File: config.mk
export PLATFORM = sky130hd
export DESIGN_NAME = vofr_core
export DESIGN_NICKNAME = d
export VERILOG_FILES = /design/src/design/vofr_unit_timer.v /design/src/design/vofr_core.v
export VERILOG_INCLUDE_DIRS = /design/src /design/src/shared
export SDC_FILE = /design/constraint.sdc
export NUM_CORES = 1
export LEC_CHECK = 0
export ABC_AREA = 1
export BUFFER_PORTS_ARGS = -buffer_cell sky130_fd_sc_hd__buf_4
export CORE_ASPECT_RATIO = 0.7
export CORE_MARGIN = 2
export CORE_UTILIZATION = 34
export CTS_BUF_LIST = sky130_fd_sc_hd__clkbuf_8
export DETAILED_ROUTE_END_ITERATION = 10
export MAX_ROUTING_LAYER = met4
export PLACE_DENSITY_LB_ADDON = 0.15
export SYNTH_ARGS = -nofsm -noshare
export SYNTH_HDL_FRONTEND = slang
export SYNTH_SLANG_ARGS = --single-unit
File: constraint.sdc
create_clock -name clock_i -period 4.65 [get_ports clock_i]
set_clock_uncertainty 0.1 [all_clocks]
set_input_delay 0.465 -clock clock_i [delete_from_list [all_inputs] [get_ports clock_i]]
set_output_delay 0.465 -clock clock_i [all_outputs]
set_load 0.02 [all_outputs]
File: src/shared/vofr_regs.vh
/*
 * Constants for the output overvoltage fault response block: command
 * codes, register field positions, reset values and timing figures.
 * Assumes it is included by bare name from design files of this block.
 */
// Overview of operation
// - Top three format bits pick linear, VID or direct output format.
// - Low five format bits: exponent, VID code, or zero in direct.
// - Conversion does not start until input voltage reaches turn-on level; timed restarts do not check it.
// - Overvoltage flag rises only when output is strictly above limit.
// - Overvoltage limit is unsigned mantissa with fixed exponent -5.
// - Restart starts spaced by response bits 2:0 times 200 ms.
// - Response 00 keeps the output running through an overvoltage.
// - Response 10 disables output and follows retry count in bits 5:3.
// - Retry count 000: no restart, output off until fault cleared.
// - Codes 001..110 allow that many restarts, then stay off.
// - Code 111 retries forever until off command, bias loss, other fault.
// - Clear-faults command clears latched flags and frees held output.

`ifndef VOFR_REGS_VH
`define VOFR_REGS_VH

// ----------------------------------------------------------------------
// Command codes
// ----------------------------------------------------------------------
`define VOFR_CMD_CLEAR_FAULTS  8'h03
`define VOFR_CMD_OUT_FORMAT    8'h20
`define VOFR_CMD_TURN_ON       8'h35
`define VOFR_CMD_OV_LIMIT      8'h40
`define VOFR_CMD_OV_ACTION     8'h41

// ----------------------------------------------------------------------
// Field positions
// ----------------------------------------------------------------------
`define VOFR_FMT_MODE_HI       7
`define VOFR_FMT_MODE_LO       5
`define VOFR_FMT_PARAM_HI      4
`define VOFR_FMT_PARAM_LO      0
`define VOFR_ACT_RESP_HI       7
`define VOFR_ACT_RESP_LO       6
`define VOFR_ACT_RETRY_HI      5
`define VOFR_ACT_RETRY_LO      3
`define VOFR_ACT_DELAY_HI      2
`define VOFR_ACT_DELAY_LO      0

// ----------------------------------------------------------------------
// Field encodings
// ----------------------------------------------------------------------
`define VOFR_MODE_LINEAR       3'h0
`define VOFR_MODE_VID          3'h1
`define VOFR_MODE_DIRECT       3'h2
`define VOFR_RESP_IGNORE       2'h0
`define VOFR_RESP_DISABLE      2'h2
`define VOFR_RETRY_NONE        3'h0
`define VOFR_RETRY_FOREVER     3'h7
`define VOFR_PARAM_ZERO        5'h00

// ----------------------------------------------------------------------
// Reset values
// ----------------------------------------------------------------------
`define VOFR_RST_OUT_FORMAT    8'h00
`define VOFR_RST_TURN_ON       16'h0000
`define VOFR_RST_OV_LIMIT      16'hffff
`define VOFR_RST_OV_ACTION     8'h80

// ----------------------------------------------------------------------
// Timing
// ----------------------------------------------------------------------
`define VOFR_UNIT_MS           200
`define VOFR_CLK_KHZ           50000

`endif

File: src/design/vofr_unit_timer.v
/*
 * Prescaler that turns the system clock into one-cycle delay-unit ticks.
 * Assumes a single clock; clear_i restarts a whole unit from zero.
 */
`timescale 1ns/1ps

module vofr_unit_timer #(
   parameter UNIT_CYCLES = 10000000,
   parameter CNT_W       = 24
) (
   input  wire clock_i,
   input  wire reset_i,
   input  wire clear_i,
   output reg  tick_o
);

   // Cut the full-width count down to the counter width on purpose
   localparam [31:0]      LAST_FULL = UNIT_CYCLES - 1;
   localparam [CNT_W-1:0] LAST      = LAST_FULL[CNT_W-1:0];

   reg [CNT_W-1:0] count_reg;

   // Count whole units; a clear makes the next unit a full one
   always @(posedge clock_i or posedge reset_i) begin
      if (reset_i) begin
         count_reg <= {CNT_W{1'b0}};
         tick_o    <= 1'b0;
      end else if (clear_i) begin
         count_reg <= {CNT_W{1'b0}};
         tick_o    <= 1'b0;
      end else if (count_reg == LAST) begin
         count_reg <= {CNT_W{1'b0}};
         tick_o    <= 1'b1;
      end else begin
         count_reg <= count_reg + {{(CNT_W-1){1'b0}}, 1'b1};
         tick_o    <= 1'b0;
      end
   end

endmodule

File: src/design/vofr_core.v
/*
 * Output format selector, input turn-on gate, output overvoltage limit
 * and the overvoltage fault response machine with timed restarts.
 * Assumes a command decoder on the same clock hands over decoded
 * commands, and that measurements and the on/off request are also
 * produced on this clock. Bias loss is seen as reset_i.
 */
`timescale 1ns/1ps
`include "vofr_regs.vh"

module vofr_core #(
   parameter UNIT_CYCLES = `VOFR_UNIT_MS * `VOFR_CLK_KHZ,
   parameter CNT_W       = 24
) (
   input  wire        clock_i,
   input  wire        reset_i,
   input  wire        cmd_valid_i,
   input  wire        cmd_write_i,
   input  wire [7:0]  cmd_code_i,
   input  wire [15:0] cmd_wdata_i,
   input  wire [15:0] vin_meas_i,
   input  wire [15:0] vout_meas_i,
   input  wire        on_request_i,
   input  wire        other_fault_i,
   output reg  [15:0] rdata_o,
   output reg         rvalid_o,
   output reg         output_enable_o,
   output reg         ov_fault_o,
   output reg         off_latched_o,
   output reg  [2:0]  format_mode_o,
   output reg  [4:0]  format_param_o,
   output reg  [2:0]  restarts_used_o
);

   // -------------------------------------------------------------------
   // States
   // -------------------------------------------------------------------
   localparam [1:0] ST_OFF   = 2'h0;
   localparam [1:0] ST_RUN   = 2'h1;
   localparam [1:0] ST_WAIT  = 2'h2;
   localparam [1:0] ST_LATCH = 2'h3;

   // -------------------------------------------------------------------
   // Declarations
   // -------------------------------------------------------------------
   reg  [7:0]  out_format_reg;
   reg  [15:0] turn_on_reg;
   reg  [15:0] ov_limit_reg;
   reg  [7:0]  ov_action_reg;
   reg  [1:0]  state_reg;
   reg  [1:0]  state_next;
   reg  [2:0]  used_reg;
   reg  [2:0]  used_next;
   reg  [2:0]  delay_reg;
   reg  [2:0]  delay_next;
   reg  [2:0]  units_reg;
   reg  [2:0]  units_next;
   reg         timer_clear;
   reg  [15:0] read_mux;
   wire        unit_tick;
   wire        wr_cmd;
   wire        clear_cmd;
   wire        ov_now;
   wire        vin_ready;
   wire [1:0]  resp;
   wire [2:0]  retries;
   wire [2:0]  delay_code;

   // Map the mode field onto the parameter field meaning
   function [4:0] fmt_param;
      input [7:0] fmt;
      begin
         if (fmt[`VOFR_FMT_MODE_HI:`VOFR_FMT_MODE_LO] == `VOFR_MODE_DIRECT)
            fmt_param = `VOFR_PARAM_ZERO;
         else
            fmt_param = fmt[`VOFR_FMT_PARAM_HI:`VOFR_FMT_PARAM_LO];
      end
   endfunction

   // -------------------------------------------------------------------
   // Command decode
   // -------------------------------------------------------------------
   // Reads never change state; only writes decode into actions
   assign wr_cmd    = cmd_valid_i & cmd_write_i;
   assign clear_cmd = wr_cmd & (cmd_code_i == `VOFR_CMD_CLEAR_FAULTS);

   // Field views of the response register
   assign resp       = ov_action_reg[`VOFR_ACT_RESP_HI:`VOFR_ACT_RESP_LO];
   assign retries    = ov_action_reg[`VOFR_ACT_RETRY_HI:`VOFR_ACT_RETRY_LO];
   assign delay_code = ov_action_reg[`VOFR_ACT_DELAY_HI:`VOFR_ACT_DELAY_LO];

   // Both values share exponent -5 so mantissas compare directly;
   // equality is a pass, the limit resolution sets the real trip level
   assign ov_now = (vout_meas_i > ov_limit_reg);

   // Threshold and measurement share exponent -3, so compare mantissas
   assign vin_ready = (vin_meas_i >= turn_on_reg);

   // -------------------------------------------------------------------
   // Configuration registers
   // -------------------------------------------------------------------
   // Writes land at the taking edge; unknown codes leave every register
   always @(posedge clock_i or posedge reset_i) begin
      if (reset_i) begin
         out_format_reg <= `VOFR_RST_OUT_FORMAT;
         turn_on_reg    <= `VOFR_RST_TURN_ON;
         ov_limit_reg   <= `VOFR_RST_OV_LIMIT;
         ov_action_reg  <= `VOFR_RST_OV_ACTION;
      end else if (wr_cmd) begin
         case (cmd_code_i)
            `VOFR_CMD_OUT_FORMAT: begin
               out_format_reg <= cmd_wdata_i[7:0];
            end
            `VOFR_CMD_TURN_ON: begin
               turn_on_reg <= cmd_wdata_i;
            end
            `VOFR_CMD_OV_LIMIT: begin
               ov_limit_reg <= cmd_wdata_i;
            end
            `VOFR_CMD_OV_ACTION: begin
               ov_action_reg <= cmd_wdata_i[7:0];
            end
            default: begin
               out_format_reg <= out_format_reg;
            end
         endcase
      end
   end

   // -------------------------------------------------------------------
   // Read-back
   // -------------------------------------------------------------------
   // Narrow registers sit in the low bits; unknown codes read zero
   // Decoded from the live code so the answer is ready at the taking edge
   always @* begin
      case (cmd_code_i)
         `VOFR_CMD_OUT_FORMAT: read_mux = {8'h00, out_format_reg};
         `VOFR_CMD_TURN_ON:    read_mux = turn_on_reg;
         `VOFR_CMD_OV_LIMIT:   read_mux = ov_limit_reg;
         `VOFR_CMD_OV_ACTION:  read_mux = {8'h00, ov_action_reg};
         default:              read_mux = 16'h0000;
      endcase
   end

   // Answer one cycle after a read request, held until the next read
   always @(posedge clock_i or posedge reset_i) begin
      if (reset_i) begin
         rdata_o  <= 16'h0000;
         rvalid_o <= 1'b0;
      end else begin
         rvalid_o <= cmd_valid_i & ~cmd_write_i;
         if (cmd_valid_i & ~cmd_write_i)
            rdata_o <= read_mux;
      end
   end

   // -------------------------------------------------------------------
   // Format outputs
   // -------------------------------------------------------------------
   // Outputs lag the register by one edge, two edges after the command
   always @(posedge clock_i or posedge reset_i) begin
      if (reset_i) begin
         format_mode_o  <= `VOFR_MODE_LINEAR;
         format_param_o <= `VOFR_PARAM_ZERO;
      end else begin
         format_mode_o  <= out_format_reg[`VOFR_FMT_MODE_HI:
                                          `VOFR_FMT_MODE_LO];
         format_param_o <= fmt_param(out_format_reg);
      end
   end

   // -------------------------------------------------------------------
   // Overvoltage status flag
   // -------------------------------------------------------------------
   // A fault in the clearing cycle survives: set wins over clear
   // Flag reports the event only; the response machine acts on ov_now
   always @(posedge clock_i or posedge reset_i) begin
      if (reset_i)
         ov_fault_o <= 1'b0;
      else if (ov_now)
         ov_fault_o <= 1'b1;
      else if (clear_cmd)
         ov_fault_o <= 1'b0;
   end

   // -------------------------------------------------------------------
   // Delay unit prescaler
   // -------------------------------------------------------------------
   // Free running while on; cleared on entry to wait so units are whole
   vofr_unit_timer #(
      .UNIT_CYCLES (UNIT_CYCLES),
      .CNT_W       (CNT_W)
   ) u_unit_timer (
      .clock_i (clock_i),
      .reset_i (reset_i),
      .clear_i (timer_clear),
      .tick_o  (unit_tick)
   );

   // -------------------------------------------------------------------
   // Fault response machine
   // -------------------------------------------------------------------
   // Only response 10 shuts down; the reserved codes act as ignore so a
   // bad setting never turns the output off unexpectedly
   // used_reg counts restarts of one episode; only the off state or a
   // clear empties it, so a restart that trips again spends another
   always @* begin
      state_next  = state_reg;
      used_next   = used_reg;
      delay_next  = delay_reg;
      units_next  = units_reg;
      timer_clear = 1'b0;
      case (state_reg)
         ST_OFF: begin
            used_next   = 3'h0;
            timer_clear = 1'b1;
            if (other_fault_i)
               state_next = ST_LATCH;
            else if (on_request_i && vin_ready)
               state_next = ST_RUN;
         end
         ST_RUN: begin
            if (!on_request_i) begin
               state_next = ST_OFF;
            end else if (other_fault_i) begin
               state_next = ST_LATCH;
            end else if (ov_now && resp == `VOFR_RESP_DISABLE) begin
               if (retries == `VOFR_RETRY_NONE) begin
                  state_next = ST_LATCH;
               end else if (retries == `VOFR_RETRY_FOREVER) begin
                  state_next  = ST_WAIT;
                  delay_next  = delay_code;
                  units_next  = 3'h0;
                  timer_clear = 1'b1;
               end else if (used_reg < retries) begin
                  state_next  = ST_WAIT;
                  used_next   = used_reg + 3'h1;
                  delay_next  = delay_code;
                  units_next  = 3'h0;
                  timer_clear = 1'b1;
               end else begin
                  state_next = ST_LATCH;
               end
            end
            // Response 00 falls through and the output keeps running
         end
         ST_WAIT: begin
            if (!on_request_i) begin
               state_next = ST_OFF;
            end else if (other_fault_i) begin
               state_next = ST_LATCH;
            end else if (units_reg == delay_reg) begin
               state_next = ST_RUN;
            end else if (unit_tick) begin
               units_next = units_reg + 3'h1;
            end
         end
         ST_LATCH: begin
            // Held clear so no stale tick leaks into the next wait
            timer_clear = 1'b1;
            if (clear_cmd) begin
               state_next = ST_OFF;
               used_next  = 3'h0;
            end
         end
         default: begin
            state_next = ST_OFF;
         end
      endcase
   end

   // State registers of the response machine
   always @(posedge clock_i or posedge reset_i) begin
      if (reset_i) begin
         state_reg <= ST_OFF;
         used_reg  <= 3'h0;
         delay_reg <= 3'h0;
         units_reg <= 3'h0;
      end else begin
         state_reg <= state_next;
         used_reg  <= used_next;
         delay_reg <= delay_next;
         units_reg <= units_next;
      end
   end

   // -------------------------------------------------------------------
   // Power stage outputs
   // -------------------------------------------------------------------
   // Registered from the next state so the enable drops in the same
   // edge that the machine leaves the run state
   // The restart count mirrors used_next so it moves with the enable
   always @(posedge clock_i or posedge reset_i) begin
      if (reset_i) begin
         output_enable_o <= 1'b0;
         off_latched_o   <= 1'b0;
         restarts_used_o <= 3'h0;
      end else begin
         output_enable_o <= (state_next == ST_RUN);
         off_latched_o   <= (state_next == ST_LATCH);
         restarts_used_o <= used_next;
      end
   end

endmodule

## After elaboration in Yosys (flattened, before gate mapping)

Index checks and enable logic that the tools add are counted.
W data, S select, Z words.

| cells by class | value |
|---|---|
| multiplexer cells | 49 |
| bitwise gates (word level) | 6 |
| equality and inequality tests | 27 |
| $add $sub $neg | 3 |
| $lt $le $gt $ge | 3 |
| reduce and logical (&&, ||, !) cells | 16 |

Operators by type and width:

| cell | number |
|---|---|
| $pmux W16 S4 | 1 |
| $mux W3 | 19 |
| $mux W24 | 2 |
| $add A24 B1 Y24 const B | 1 |
| $eq A24 B24 Y1 const B | 1 |
| $ne A2 B2 Y1 const B | 10 |
| $mux W2 | 9 |
| $eq A8 B6 Y1 const B | 2 |
| $eq A8 B7 Y1 const B | 2 |
| $ge A16 B16 Y1 | 1 |
| $gt A16 B16 Y1 | 1 |
| $mux W1 | 13 |
| $reduce_and A10 Y1 | 1 |
| $pmux W3 S3 | 1 |
| $eq A2 B2 Y1 const B | 4 |
| $eq A8 B2 Y1 const B | 1 |
| $pmux W2 S4 | 1 |
| $reduce_and A2 Y1 | 4 |
| $reduce_and A8 Y1 | 1 |
| $add A3 B1 Y3 const B | 2 |
| $pmux W3 S2 | 1 |
| $reduce_and A6 Y1 | 1 |
| $reduce_bool A2 Y1 | 3 |
| $mux W5 | 1 |
| 15 further kinds | 21 |

| storage, ports and cells | value |
|---|---|
| output and inout port bits | 31 |
| register bits | 112 |
| logic and storage cells | 121 |
| bits of input ports | 62 |

## Logic depth before layout (Yosys ltp)

Gate-level depths: netlist (run 1).

| depth | value |
|---|---|
| word-level depth | 9 |
| mapped depth | 18 |
| mapped depth without buffers | 18 |

## Cells and area by module

A second synthesis (run 1) with hierarchy kept.

| second synthesis, totals | value |
|---|---|
| cells, all modules | 791 |
| area total of the unflattened synthesis | 6432.4 µm² |

Modules (own cells, without submodules):

| module | area an instance (µm²) | sequential area each (µm²) | cells each | instances |
|---|---|---|---|---|
| vofr_core | 4939.7 | 2198.4 | 595 | 1 |
| vofr_unit_timer | 1492.7 | 625.6 | 196 | 1 |

## Worst setup path before layout (run 1)

OpenSTA, ideal clock, no wires.

| path | value |
|---|---|
| kind | register to register |
| from | register ov_limit_reg[15] |
| to | register u_unit_timer.count_reg[10] |
| library setup time | 0.133 ns |
| clock period less this slack | 2.182 ns |
| stages on the path, launching flop included | 13 |
| buffers on the path | 1 |
| data arrival time | 1.949 ns |
| setup slack | 2.468 ns |
| path through | dfstp_2 inv_1 ha_1 nand2_1 nor2_1 nand2_1 inv_1 nand2_1 a21oi_1 nand3_1 o21ai_2 buf_4 a21oi_1 |

| between the ends | value |
|---|---|
| longest elaborated chain between the ends | 7 |

Ends and longest elaborated chain:

| element | RTL line | RTL |
|---|---|---|
| from (decl) | vofr_core.v:48 | `reg [15:0] ov_limit_reg;` |
| from (signal assigned) | vofr_core.v:107 | `` ov_limit_reg <= `VOFR_RST_OV_LIMIT; `` |
| from (signal assigned) | vofr_core.v:118 | `ov_limit_reg <= cmd_wdata_i;` |
| $gt A16 B16 Y1 | vofr_core.v:94 | `assign ov_now = (vout_meas_i > ov_limit_reg);` |
| $logic_and A1 B1 Y1 (no line) | -- |  |
| $mux W1 | vofr_core.v:227 | `` end else if (ov_now && resp == `VOFR_RESP_DISABLE) begin `` |
| $mux W1 | vofr_core.v:225 | `end else if (other_fault_i) begin` |
| $mux W1 | vofr_core.v:223 | `if (!on_request_i) begin` |
| $pmux W1 S2 | vofr_core.v:213 | `case (state_reg)` |
| $mux W24 | vofr_unit_timer.v:28 | `end else if (clear_i) begin` |
| to (signal assigned) | vofr_unit_timer.v:26 | `count_reg <= {CNT_W{1'b0}};` |
| to (signal assigned) | vofr_unit_timer.v:29 | `count_reg <= {CNT_W{1'b0}};` |
| to (signal assigned) | vofr_unit_timer.v:32 | `count_reg <= {CNT_W{1'b0}};` |
| to (decl) | vofr_unit_timer.v:21 | `reg [CNT_W-1:0] count_reg;` |

No other way between the ends.
A chain may end at the register's enable or synchronous reset.

## Worst setup path in the final report (run 1)

| path | value |
|---|---|
| from | register ov_limit_reg[11] |
| to | register u_unit_timer.count_reg[9] |

The elaborated chain is that of the path after synthesis.

==> results.cfg, run 1 <==
[final_layout]
drive_gt1_share_pct = 18.3
fillCellCount = 1849
syn_to_final_growth_pct = 17.1
largest_reg_flops = 24
diodes = 0
seqCellArea_um2 = 2820
final_common_cell = nand2_1
utilization_pct = 40.9
multi_input_area_um2 = 2930
final_nets = 972
final_cells = 1110
final_cell_mix = nand2_1 (195), inv_1 (123), dfrtp_1 (95), buf_4 (95), o21ai_0 (56)
fin_area_um2 = 7420

[floorplanning]
die_area_um2 = 19800
core_region_area_um2 = 18200
rows = 41
fp.dieW_um = 167
start_util_pct = 34.9
die_h_um = 118
pin_count = 93

[critical_path]
crit_path_max_fanout = 25
worst_setup_path_start_kind = flip-flop
cpLargestDelayFamily = compound AO/OA/AOI/OAI gates
critPathRequiredTime_ns = 4.78
end_kind = flip-flop
crit_chain = inv_1 -> ha_1 -> nand2_1 -> nor2_1 -> nand2_1 -> inv_1 -> nand2_1 -> a21oi_1 -> nand3_1 -> o21ai_2 -> a21oi_1
cp_slowest_cell = o21ai_2
critical_path_arrival_ns = 3.23
crit_top_cell = nand2_1
critPathMaxStageDelay_ns = 0.91
path_class = reg -> reg
worst-path-buf-inv = 2

[synth]
synthesis.area_um2 = 6330
ys_types = 41
synthesis.nets = 884
synth-async-reset-ratio_pct = 100
synth_edf_count = 0
avgSynthCellArea_um2 = 8.11
yosysWarnings = 0
ys_ff_latch = 112
ys_seq_area_share_pct = 44.6
syn_inst = 781
ys.flop_type = dfrtp_1

[clock_tree]
clock_path_buffers = 2
cts_buffers = 9
htree_num_levels = 3
cts.clk_slew.worst_paths_ns = 0.12
cts_tree = done
clk_latency_ns = 0.41
clock-sinks = 112
ctsRootBufferMaster = clkbuf_8
postCtsResizedCells = 0

[sta]
worst_slack_ns = 1.55
tightest_slew_ns = 1.17
hold_viol = 0
finalCritPeriodShare_pct = 66.7
slew_viol_final = 0
max_freq_mhz = 322
hold_ws_ns = 0.208
setup_viol = 0
fin_crit_ns = 3.10
slew-limit-headroom_pct = 22.2
rsz0062_at_grt = no
setup_tns_ns = 0

[grt]
grt_usage_pct = 19.2
grt_pass1_wl_mm = 28.5
grt_max_degree = 43
antenna_found_initial = 0
first_global_vias = 5054
grt-ovfl-total = 0

[drt]
drt-total-wl_mm = 17.7
drtIter0Drc = 419
drc_errors = 8
num_vias = 5398
post_drt_wl_per_cell_um = 15.9
drt-pass1-iter-count = 8
drtAntennaViolNets = 0
vias_per_cell = 4.86

[worst_hold_path]
worstHoldPathType = in -> reg

[power]
ir_worst_vdd_mv = 0.183
power_density_nw_per_um2 = 308
p_leak_nw = 3.57
finalPower_mw = 2.28

[placed_design]
placed_cells = 1093
dpl_worst_slack_ns = 1.56
gp_congestion = 0.848
placed_cell_area_um2 = 7230
dp_hpwl_mm = 13.3
port-buffer-count = 92

[status]
failed_checks = design-rule violations
outcome = finished with violations

[run]
drv_cap = 0
## final cells by class
type                            count  share of cell area [%]
Inverter                          125                    6.36
Sequential cell                   112                    38.1
Clock inverter                      7                   0.725
Timing Repair Buffer               96                    9.75
Multi-Input combinational cell    525                    39.5
Tap cell                          236                    3.98
Clock buffer                        9                    1.67
## kinds of logic (layout without fill, tap and decap cells)
| group | count (synthesis) | after routing | share of synthesized area [%] |
|---|---|---|---|
| flops | 112 | 112 | 44.6 |
| simple gates | 322 | 322 | 22.8 |
| buf+inv | 144 | 237 | 9.18 |
| xor+xnor | 11 | 11 | 1.52 |
| fa+ha+maj | 41 | 41 | 8.10 |
| compound gates | 151 | 151 | 13.8 |
## power breakdown
group          internal, mW  total (mW)  switching, mW  leakage (nW)
logic                 0.207       0.621          0.414          2.00
registers              1.04        1.09         0.0526          1.48
clock network         0.202       0.574          0.372        0.0937
total                  1.44        2.28          0.838          3.57
## worst register-to-register path, stage by stage, from the launching register on
cell and delay [ns]:
dfstp_2 0.55, inv_1 0.05, ha_1 0.30, nand2_1 0.06, nor2_1 0.16, nand2_1 0.11, inv_1 0.06, nand2_1 0.06
a21oi_1 0.26, nand3_1 0.16, o21ai_2 0.91, a21oi_1 0.17
## routing by layer
| layer | share of wire [%] | track usage, % | wire length, um |
|---|---|---|---|
| met2 | 36 | 23.0 | 6330 |
| met4 | 0.83 | 3.75 | 146 |
| met1 | 57 | 31.5 | 10100 |
| met3 | 6.2 | 4.45 | 1090 |
| met5 | 0 | - | 0 |
## cells in the mapped netlist (all sizes together) (2+ instances only)
| master | number | area (um^2) |
|---|---|---|
| dfrtp | 95 | 2380 |
| dfstp | 17 | 447 |
| nor2 | 38 | 145 |
| nor3b | 2 | 26.3 |
| o22ai | 24 | 150 |
| a21oi | 44 | 220 |
| o21ai | 74 | 434 |
| xnor2 | 4 | 35.0 |
| nor4 | 7 | 65.1 |
| nor3 | 13 | 70.1 |
| o211ai | 3 | 22.5 |
| xor2 | 7 | 61.3 |
| nand3 | 35 | 175 |
| or2 | 8 | 50.1 |
| o21a | 2 | 15.0 |
| buf | 7 | 67.6 |
| nand4 | 21 | 161 |
| clkbuf | 12 | 45.0 |
| nand2 | 197 | 744 |
| inv | 124 | 465 |
| ha | 41 | 513 |
| a21o | 2 | 15.0 |
## worst paths after layout
check                                                            to  slack [ns]                          start  depth (start not counted)
worst max-delay path            u_unit_timer.count_reg[9]$_DFF_PP0_        1.55   ov_limit_reg[11]$_DFFE_PP1P_                         11
worst min-delay path                   ov_limit_reg[12]$_DFFE_PP1P_        0.21                cmd_wdata_i[12]                          3
worst max register to register  u_unit_timer.count_reg[9]$_DFF_PP0_        1.55   ov_limit_reg[11]$_DFFE_PP1P_                         11
worst min register to register           format_mode_o[2]$_DFF_PP0_        0.33  out_format_reg[7]$_DFFE_PP0P_                          0
max in group asynchronous              ov_action_reg[7]$_DFFE_PP1P_        2.98                        reset_i                          4
min in group asynchronous               format_param_o[3]$_DFF_PP0_        0.53                        reset_i                          3
## timing repair
item                      4_1_cts  5_1_grt
buffers inserted                0        0
hold buffers                    1        0
hold endpoints to repair        7        0
No activity file was read; power rests on OpenSTA's default activity.
==> inputs of run 2 (changes only) <==
==> constraint.sdc (replaced) <==
create_clock -name clock_i -period 3.25 [get_ports clock_i]
set_clock_uncertainty 0.1 [all_clocks]
set_input_delay 0.325 -clock clock_i [delete_from_list [all_inputs] [get_ports clock_i]]
set_output_delay 0.325 -clock clock_i [all_outputs]
set_load 0.02 [all_outputs]
==> run 2 against run 1 <==
Compared with the run above: the flow still finishes with violations (design-rule violations); critical path depth is 2 higher; wire length is 2.0% lower; final cell count is 0.36% higher; clock power is 50% higher; die area stayed put; worst setup slack worse by 0.84 ns; maximum frequency is 22% higher; first-iteration DRC count is 15% higher; sequential share of layout area is 0.31 points lower; flip-flop and latch count stayed put; largest cell class unchanged; largest power group unchanged.
==> results.cfg, run 2 (same netlist as run 1, synthesis figures left out) <==
[status]
outcome = finished with violations
failed_checks = design-rule violations

[clock_tree]
clock_path_buffers = 2
cts_buffers = 9
postCtsResizedCells = 0
postCtsSetupRepairBufs = 0
cts_tree = done
cts_hold_repair.buffers = 1
clock-sinks = 112
cts.clk_slew.worst_paths_ns = 0.12
clk_latency_ns = 0.41
htree_num_levels = 3
ctsRootBufferMaster = clkbuf_8

[final_layout]
largest_reg_flops = 24
final_common_cell = nand2_1
fin_area_um2 = 7480
final_cell_mix = nand2_1 (195), inv_1 (122), buf_4 (98), dfrtp_1 (95), o21ai_0 (56)
final_nets = 976
utilization_pct = 41.2
syn_to_final_growth_pct = 18.1
final_cells = 1114
drive_gt1_share_pct = 18.8
diodes = 0

[grt]
grt-ovfl-total = 0
grt_usage_pct = 19.2
first_global_vias = 5047
grt_pass1_wl_mm = 28.6
antenna_found_initial = 0
grt_max_degree = 87

[drt]
drc_errors = 5
post_drt_wl_per_cell_um = 15.5
drt-total-wl_mm = 17.3
num_vias = 5336
vias_per_cell = 4.79
drtAntennaViolNets = 0
drt-pass1-iter-count = 8
drtIter0Drc = 480

[sta]
hold_ws_ns = 0.0641
hold_viol = 0
slew_viol_final = 0
finalCritPeriodShare_pct = 78.2
max_freq_mhz = 393
setup_tns_ns = 0
slew-limit-headroom_pct = 50.2
setup_viol = 0
tightest_slew_ns = 0.746
rsz0062_at_grt = no
fin_crit_ns = 2.54
worst_slack_ns = 0.707

[placed_design]
placed_cell_area_um2 = 7280
dpl_worst_slack_ns = 0.752
port-buffer-count = 92
placed_cells = 1097
gp_congestion = 0.869
dp_hpwl_mm = 13.4

[power]
ir_worst_vdd_mv = 0.264
finalPower_mw = 3.33
p_leak_nw = 3.60
power_density_nw_per_um2 = 444

[critical_path]
end_kind = flip-flop
critPathRequiredTime_ns = 3.45
path_class = reg -> reg
critPathMaxStageDelay_ns = 0.55
worst_setup_path_start_kind = flip-flop
crit_chain = inv_1 -> ha_1 -> nand2_1 -> nor2_1 -> nand2_1 -> nand2_1 -> nand2_1 -> nand2_1 -> nand3_1 -> o21ai_1 -> nand3_1 -> nand2_1 -> nand2_1
crit_top_cell = nand2_1
cp_slowest_cell = dfstp_2
crit_path_max_fanout = 8
critical_path_arrival_ns = 2.74

[floorplanning]
core_region_area_um2 = 18200
fp.dieW_um = 167
pin_count = 93
start_util_pct = 34.9
rows = 41
die_h_um = 118
die_area_um2 = 19800

[run]
drv_cap = 0

[worst_hold_path]
worstHoldPathType = in -> reg
## run 2: changes by cell type in the layout (fill, tap and decap cells not counted), sizes merged
cell,before,now
buf,95,99
clkbuf,9,10
inv,129,128
## run 2: path summary, 6_finish.rpt
path                            slack [ns]                      endpoint                           from  cells past startpoint
worst max-delay path                  0.71      units_reg[1]$_DFFE_PP0P_    ov_limit_reg[7]$_DFFE_PP1P_                     13
min in group asynchronous             0.44       rdata_o[13]$_DFFE_PP0P_                        reset_i                      3
worst max register to register        0.71      units_reg[1]$_DFFE_PP0P_    ov_limit_reg[7]$_DFFE_PP1P_                     13
max in group asynchronous             1.76  ov_action_reg[7]$_DFFE_PP1P_                        reset_i                      4
worst min register to register        0.32    format_mode_o[0]$_DFF_PP0_  out_format_reg[5]$_DFFE_PP0P_                      0
worst min-delay path                  0.06   ov_limit_reg[8]$_DFFE_PP1P_                 cmd_wdata_i[8]                      3
## run 2: routing by layer
layer / up-vias / global-route usage, % / wire (um)
met1: 2452 / 32.0 / 10100
met2: 129 / 22.7 / 6120
met4: 0 / 4.24 / 186
met3: 12 / 3.62 / 942
li1: 2743 / - / -
met5: - / - / 0
## run 2: final cells by class
class	count	area [um^2]
clock buffer	10	138
clock inverter	6	57.6
fill	1907	10700
inverter	125	473
multi-input combinational	525	2930
sequential	112	2820
tap	236	295
timing repair buffer	100	766
## run 2: report_power, final
group	switching (mW)	total (mW)	internal, mW
Sequential	0.0794	1.56	1.48
Clock	0.541	0.862	0.321
Combinational	0.586	0.902	0.316
Total	1.21	3.33	2.12
## run 2: critical path: cells and delay by family, from the launching register on
| family | cells | cell delay, ns |
|---|---|---|
| AOI/OAI and AO/OA | 1 | 0.43 |
| adders and majority gates | 1 | 0.30 |
| buffers and inverters | 1 | 0.07 |
| DFF | 1 | 0.55 |
| and+or+nand+nor | 10 | 0.98 |
==> inputs of run 3 (changes only) <==
--- a/config.mk
+++ b/config.mk
@@ -6,7 +6,7 @@
 export SDC_FILE = /design/constraint.sdc
 export NUM_CORES = 1
 export LEC_CHECK = 0
-export ABC_AREA = 1
+export ABC_AREA = 0
 export BUFFER_PORTS_ARGS = -buffer_cell sky130_fd_sc_hd__buf_4
 export CORE_ASPECT_RATIO = 0.7
 export CORE_MARGIN = 2
==> constraint.sdc (replaced) <==
create_clock -name clock_i -period 2.3 [get_ports clock_i]
set_clock_uncertainty 0.1 [all_clocks]
set_input_delay 0.23 -clock clock_i [delete_from_list [all_inputs] [get_ports clock_i]]
set_output_delay 0.23 -clock clock_i [all_outputs]
set_load 0.02 [all_outputs]
==> run 3 against run 2 <==
Compared with the run above: the flow finishes with violations (negative setup slack); core utilization is 6.3 points higher; non-clock buffer count up 74; critical endpoint is now u_unit_timer.count_reg[9]$_DFF_PP0_; clock power is 37% higher; maximum frequency fell by 5.2%; total power increased by 58%; worst setup slack worse by 1.1 ns; die area fell by 4.6%.
==> results.cfg, run 3 <==
[status]
outcome = finished with violations
failed_checks = negative setup slack

[drt]
post_drt_wl_per_cell_um = 17.2
drtIter0Drc = 267
drtAntennaViolNets = 0
num_vias = 5042
drc_errors = 0
vias_per_cell = 5.01
drt-pass1-iter-count = 5
drt-total-wl_mm = 17.3

[synth]
ys_seq_area_share_pct = 46.8
synth_area_leaders = dfrtp_1 (39%), ha_1 (8.5%), dfstp_2 (7.4%)
synth_edf_count = 0
synth_area_leader_cell = dfrtp_1
syn_inst = 607
yosys-top-cells-count = dfrtp_1 (95), nand2_1 (85), o21ai_0 (59), inv_1 (52), ha_1 (41)
ys_ff_latch = 112
synthesis.area_um2 = 6030
ys_types = 65
synth_top_area_share_pct = 39.4
ys.flop_type = dfrtp_1
synthesis.nets = 710
avgSynthCellArea_um2 = 9.94
yosysWarnings = 0
synth-async-reset-ratio_pct = 100
synth_most_common_cell = dfrtp_1

[sta]
worst_slack_ns = -0.382
slew-limit-headroom_pct = 54.9
finalCritPeriodShare_pct = 117
hold_viol = 0
setup_tns_ns = -12.38
setup_viol = 39
rsz0062_at_grt = yes
max_freq_mhz = 373
tightest_slew_ns = 0.676
slew_viol_final = 0
fin_crit_ns = 2.68

[final_layout]
diodes = 0
final_nets = 874
largest_reg_flops = 24
final_cell_mix = buf_4 (147), dfrtp_1 (95), nand2_1 (83), o21ai_0 (54), inv_1 (38)
final_common_cell = buf_4
syn_to_final_growth_pct = 35.9
drive_gt1_share_pct = 38.1

[critical_path]
critPathRequiredTime_ns = 2.49
path_class = reg -> reg
end_kind = flip-flop
r2r_slack_ns = -0.38
worstReg2RegEnd = u_unit_timer.count_reg[9]$_DFF_PP0_
startpoint = ov_limit_reg[7]$_DFFE_PP1P_
r2r-start = ov_limit_reg[7]$_DFFE_PP1P_
ff2ff_path_depth = 11
critical_path_arrival_ns = 2.87
worst_setup_path_start_kind = flip-flop
crit_path_max_fanout = 6

[power]
p_clk_share_pct = 22.3
power_density_nw_per_um2 = 642
switching_share_pct = 34.6
ir_worst_vdd_mv = 0.458
switching_power_mw = 1.82
power_frac_comb_pct = 35.4
intPower_mw = 3.44
p_leak_nw = 3.82
seq_power_share_pct = 42.2

[placed_design]
dpl_worst_slack_ns = -0.464
port-buffer-count = 92
dp_hpwl_mm = 13.0
gp_congestion = 0.827

[floorplanning]
die_area_um2 = 18800
pin_count = 93
core_region_area_um2 = 17300
rows = 40
fp.dieW_um = 163
start_util_pct = 34.9
die_h_um = 115

[clock_tree]
clock_path_buffers = 2
cts.clk_slew.worst_paths_ns = 0.11
ctsRootBufferMaster = clkbuf_8
cts_buffers = 9
clock-sinks = 112
cts_tree = done
clk_latency_ns = 0.39
htree_num_levels = 3

[grt]
first_global_vias = 5127
antenna_found_initial = 0
grt_max_degree = 47
grt_pass1_wl_mm = 27.7
grt-ovfl-total = 0
grt_usage_pct = 19.9

[run]
drv_cap = 0

[worst_hold_path]
hp-start = cmd_valid_i
whs_path_depth = 3
worstHoldEndpoint = rvalid_o$_DFF_PP0_
worstHoldPathType = in -> reg
==> run 3: cell count changes after synthesis, moves of 21 or more <==
cell	delta
nor2_2	+21
inv_1	-71
mux2_2	+22
nand2_1	-110
o22ai_1	-22
a21oi_1	-27
==> run 3: final cells by class <==
cell class              instances  area [um^2]
repair buffers                174         1430
inverters                      52          199
clock inverters                 4         26.3
fillers                      1628         9070
multi-input cells             422         3270
well taps                     231          289
clock buffers                  12          165
flip-flops and latches        112         2820
==> run 3: layer usage <==
metal  track usage (%)  part of all wire [%]  up-vias
met5                 -                     0        -
li1                  -                     -     2440
met2              27.3                    41      140
met3              4.01                   5.2       12
met4              4.60                  0.86        0
met1              29.9                    53     2450
==> run 3: timing repair <==
item / in CTS / in global routing
pin swaps: 17 / 21
hold endpoints to repair: 45 / 0
setup endpoints to repair: 39 / 39
setup buffers: 10 / 6
gates resized for setup: 51 / 19
gates cloned: 1 / 0
hold buffers: 17 / 0
==> run 3: power by group through the flow <==
| stage | clock network (mW) | registers, mW | logic [mW] |
|---|---|---|---|
| after CTS | 1.23 | 2.22 | 1.83 |
| final | 1.18 | 2.22 | 1.86 |
| after global placement | 0 | 2.25 | 1.36 |
| after global routing | 1.30 | 2.24 | 2.03 |
| after floorplan | 0 | 2.26 | 0.857 |
| after detailed placement | 0 | 2.26 | 1.39 |
==> run 3: cell families after synthesis <==
logic type,after synthesis,share of synthesized area (%)
AO/OA/AOI/OAI,128,13.7
flip-flops,112,46.8
buffers and inverters,73,5.08
multiplexers,25,4.60
adder cells (fa/ha/maj),41,8.50
XOR/XNOR,24,3.48
AND/OR/NAND/NOR,204,17.8
==> run 3: worst max-delay path by stage <==
stage	end	slack, ns	cells after the start
after global routing	off_latched_o$_DFF_PP0_	-0.46	10
after detailed placement	u_unit_timer.count_reg[4]$_DFF_PP0_	-0.46	9
after global placement	off_latched_o$_DFF_PP0_	-0.40	10
after floorplan	output_enable_o$_DFF_PP0_	-0.14	10
after CTS	off_latched_o$_DFF_PP0_	-0.35	10
final	u_unit_timer.count_reg[9]$_DFF_PP0_	-0.38	11
==> run 3: through the flow <==
step           util [%]  std cells  hold WS (ns)  area [um^2]  total power [mW]
4_1_cts            46.8       1002        0.0670         8090              5.28
6_report           47.5       1007        0.0875         8200              5.27
3_3_place_gp       43.0        961         0.265         7430              3.61
5_1_grt            47.5       1007        0.0914         8200              5.57
3_5_place_dp       43.0        961         0.265         7430              3.65
2_1_floorplan         -        607         0.224         6150              3.12
==> run 3: critical path, cell delays in order (launching register included) <==
cell	delay (ns)
dfstp_2	0.54
inv_2	0.04
ha_4	0.27
nand4_1	0.15
buf_4	0.18
a2111oi_4	0.33
or4_4	0.21
a41oi_2	0.15
buf_4	0.18
o21ai_4	0.19
clkbuf_16	0.20
nor2_2	0.03
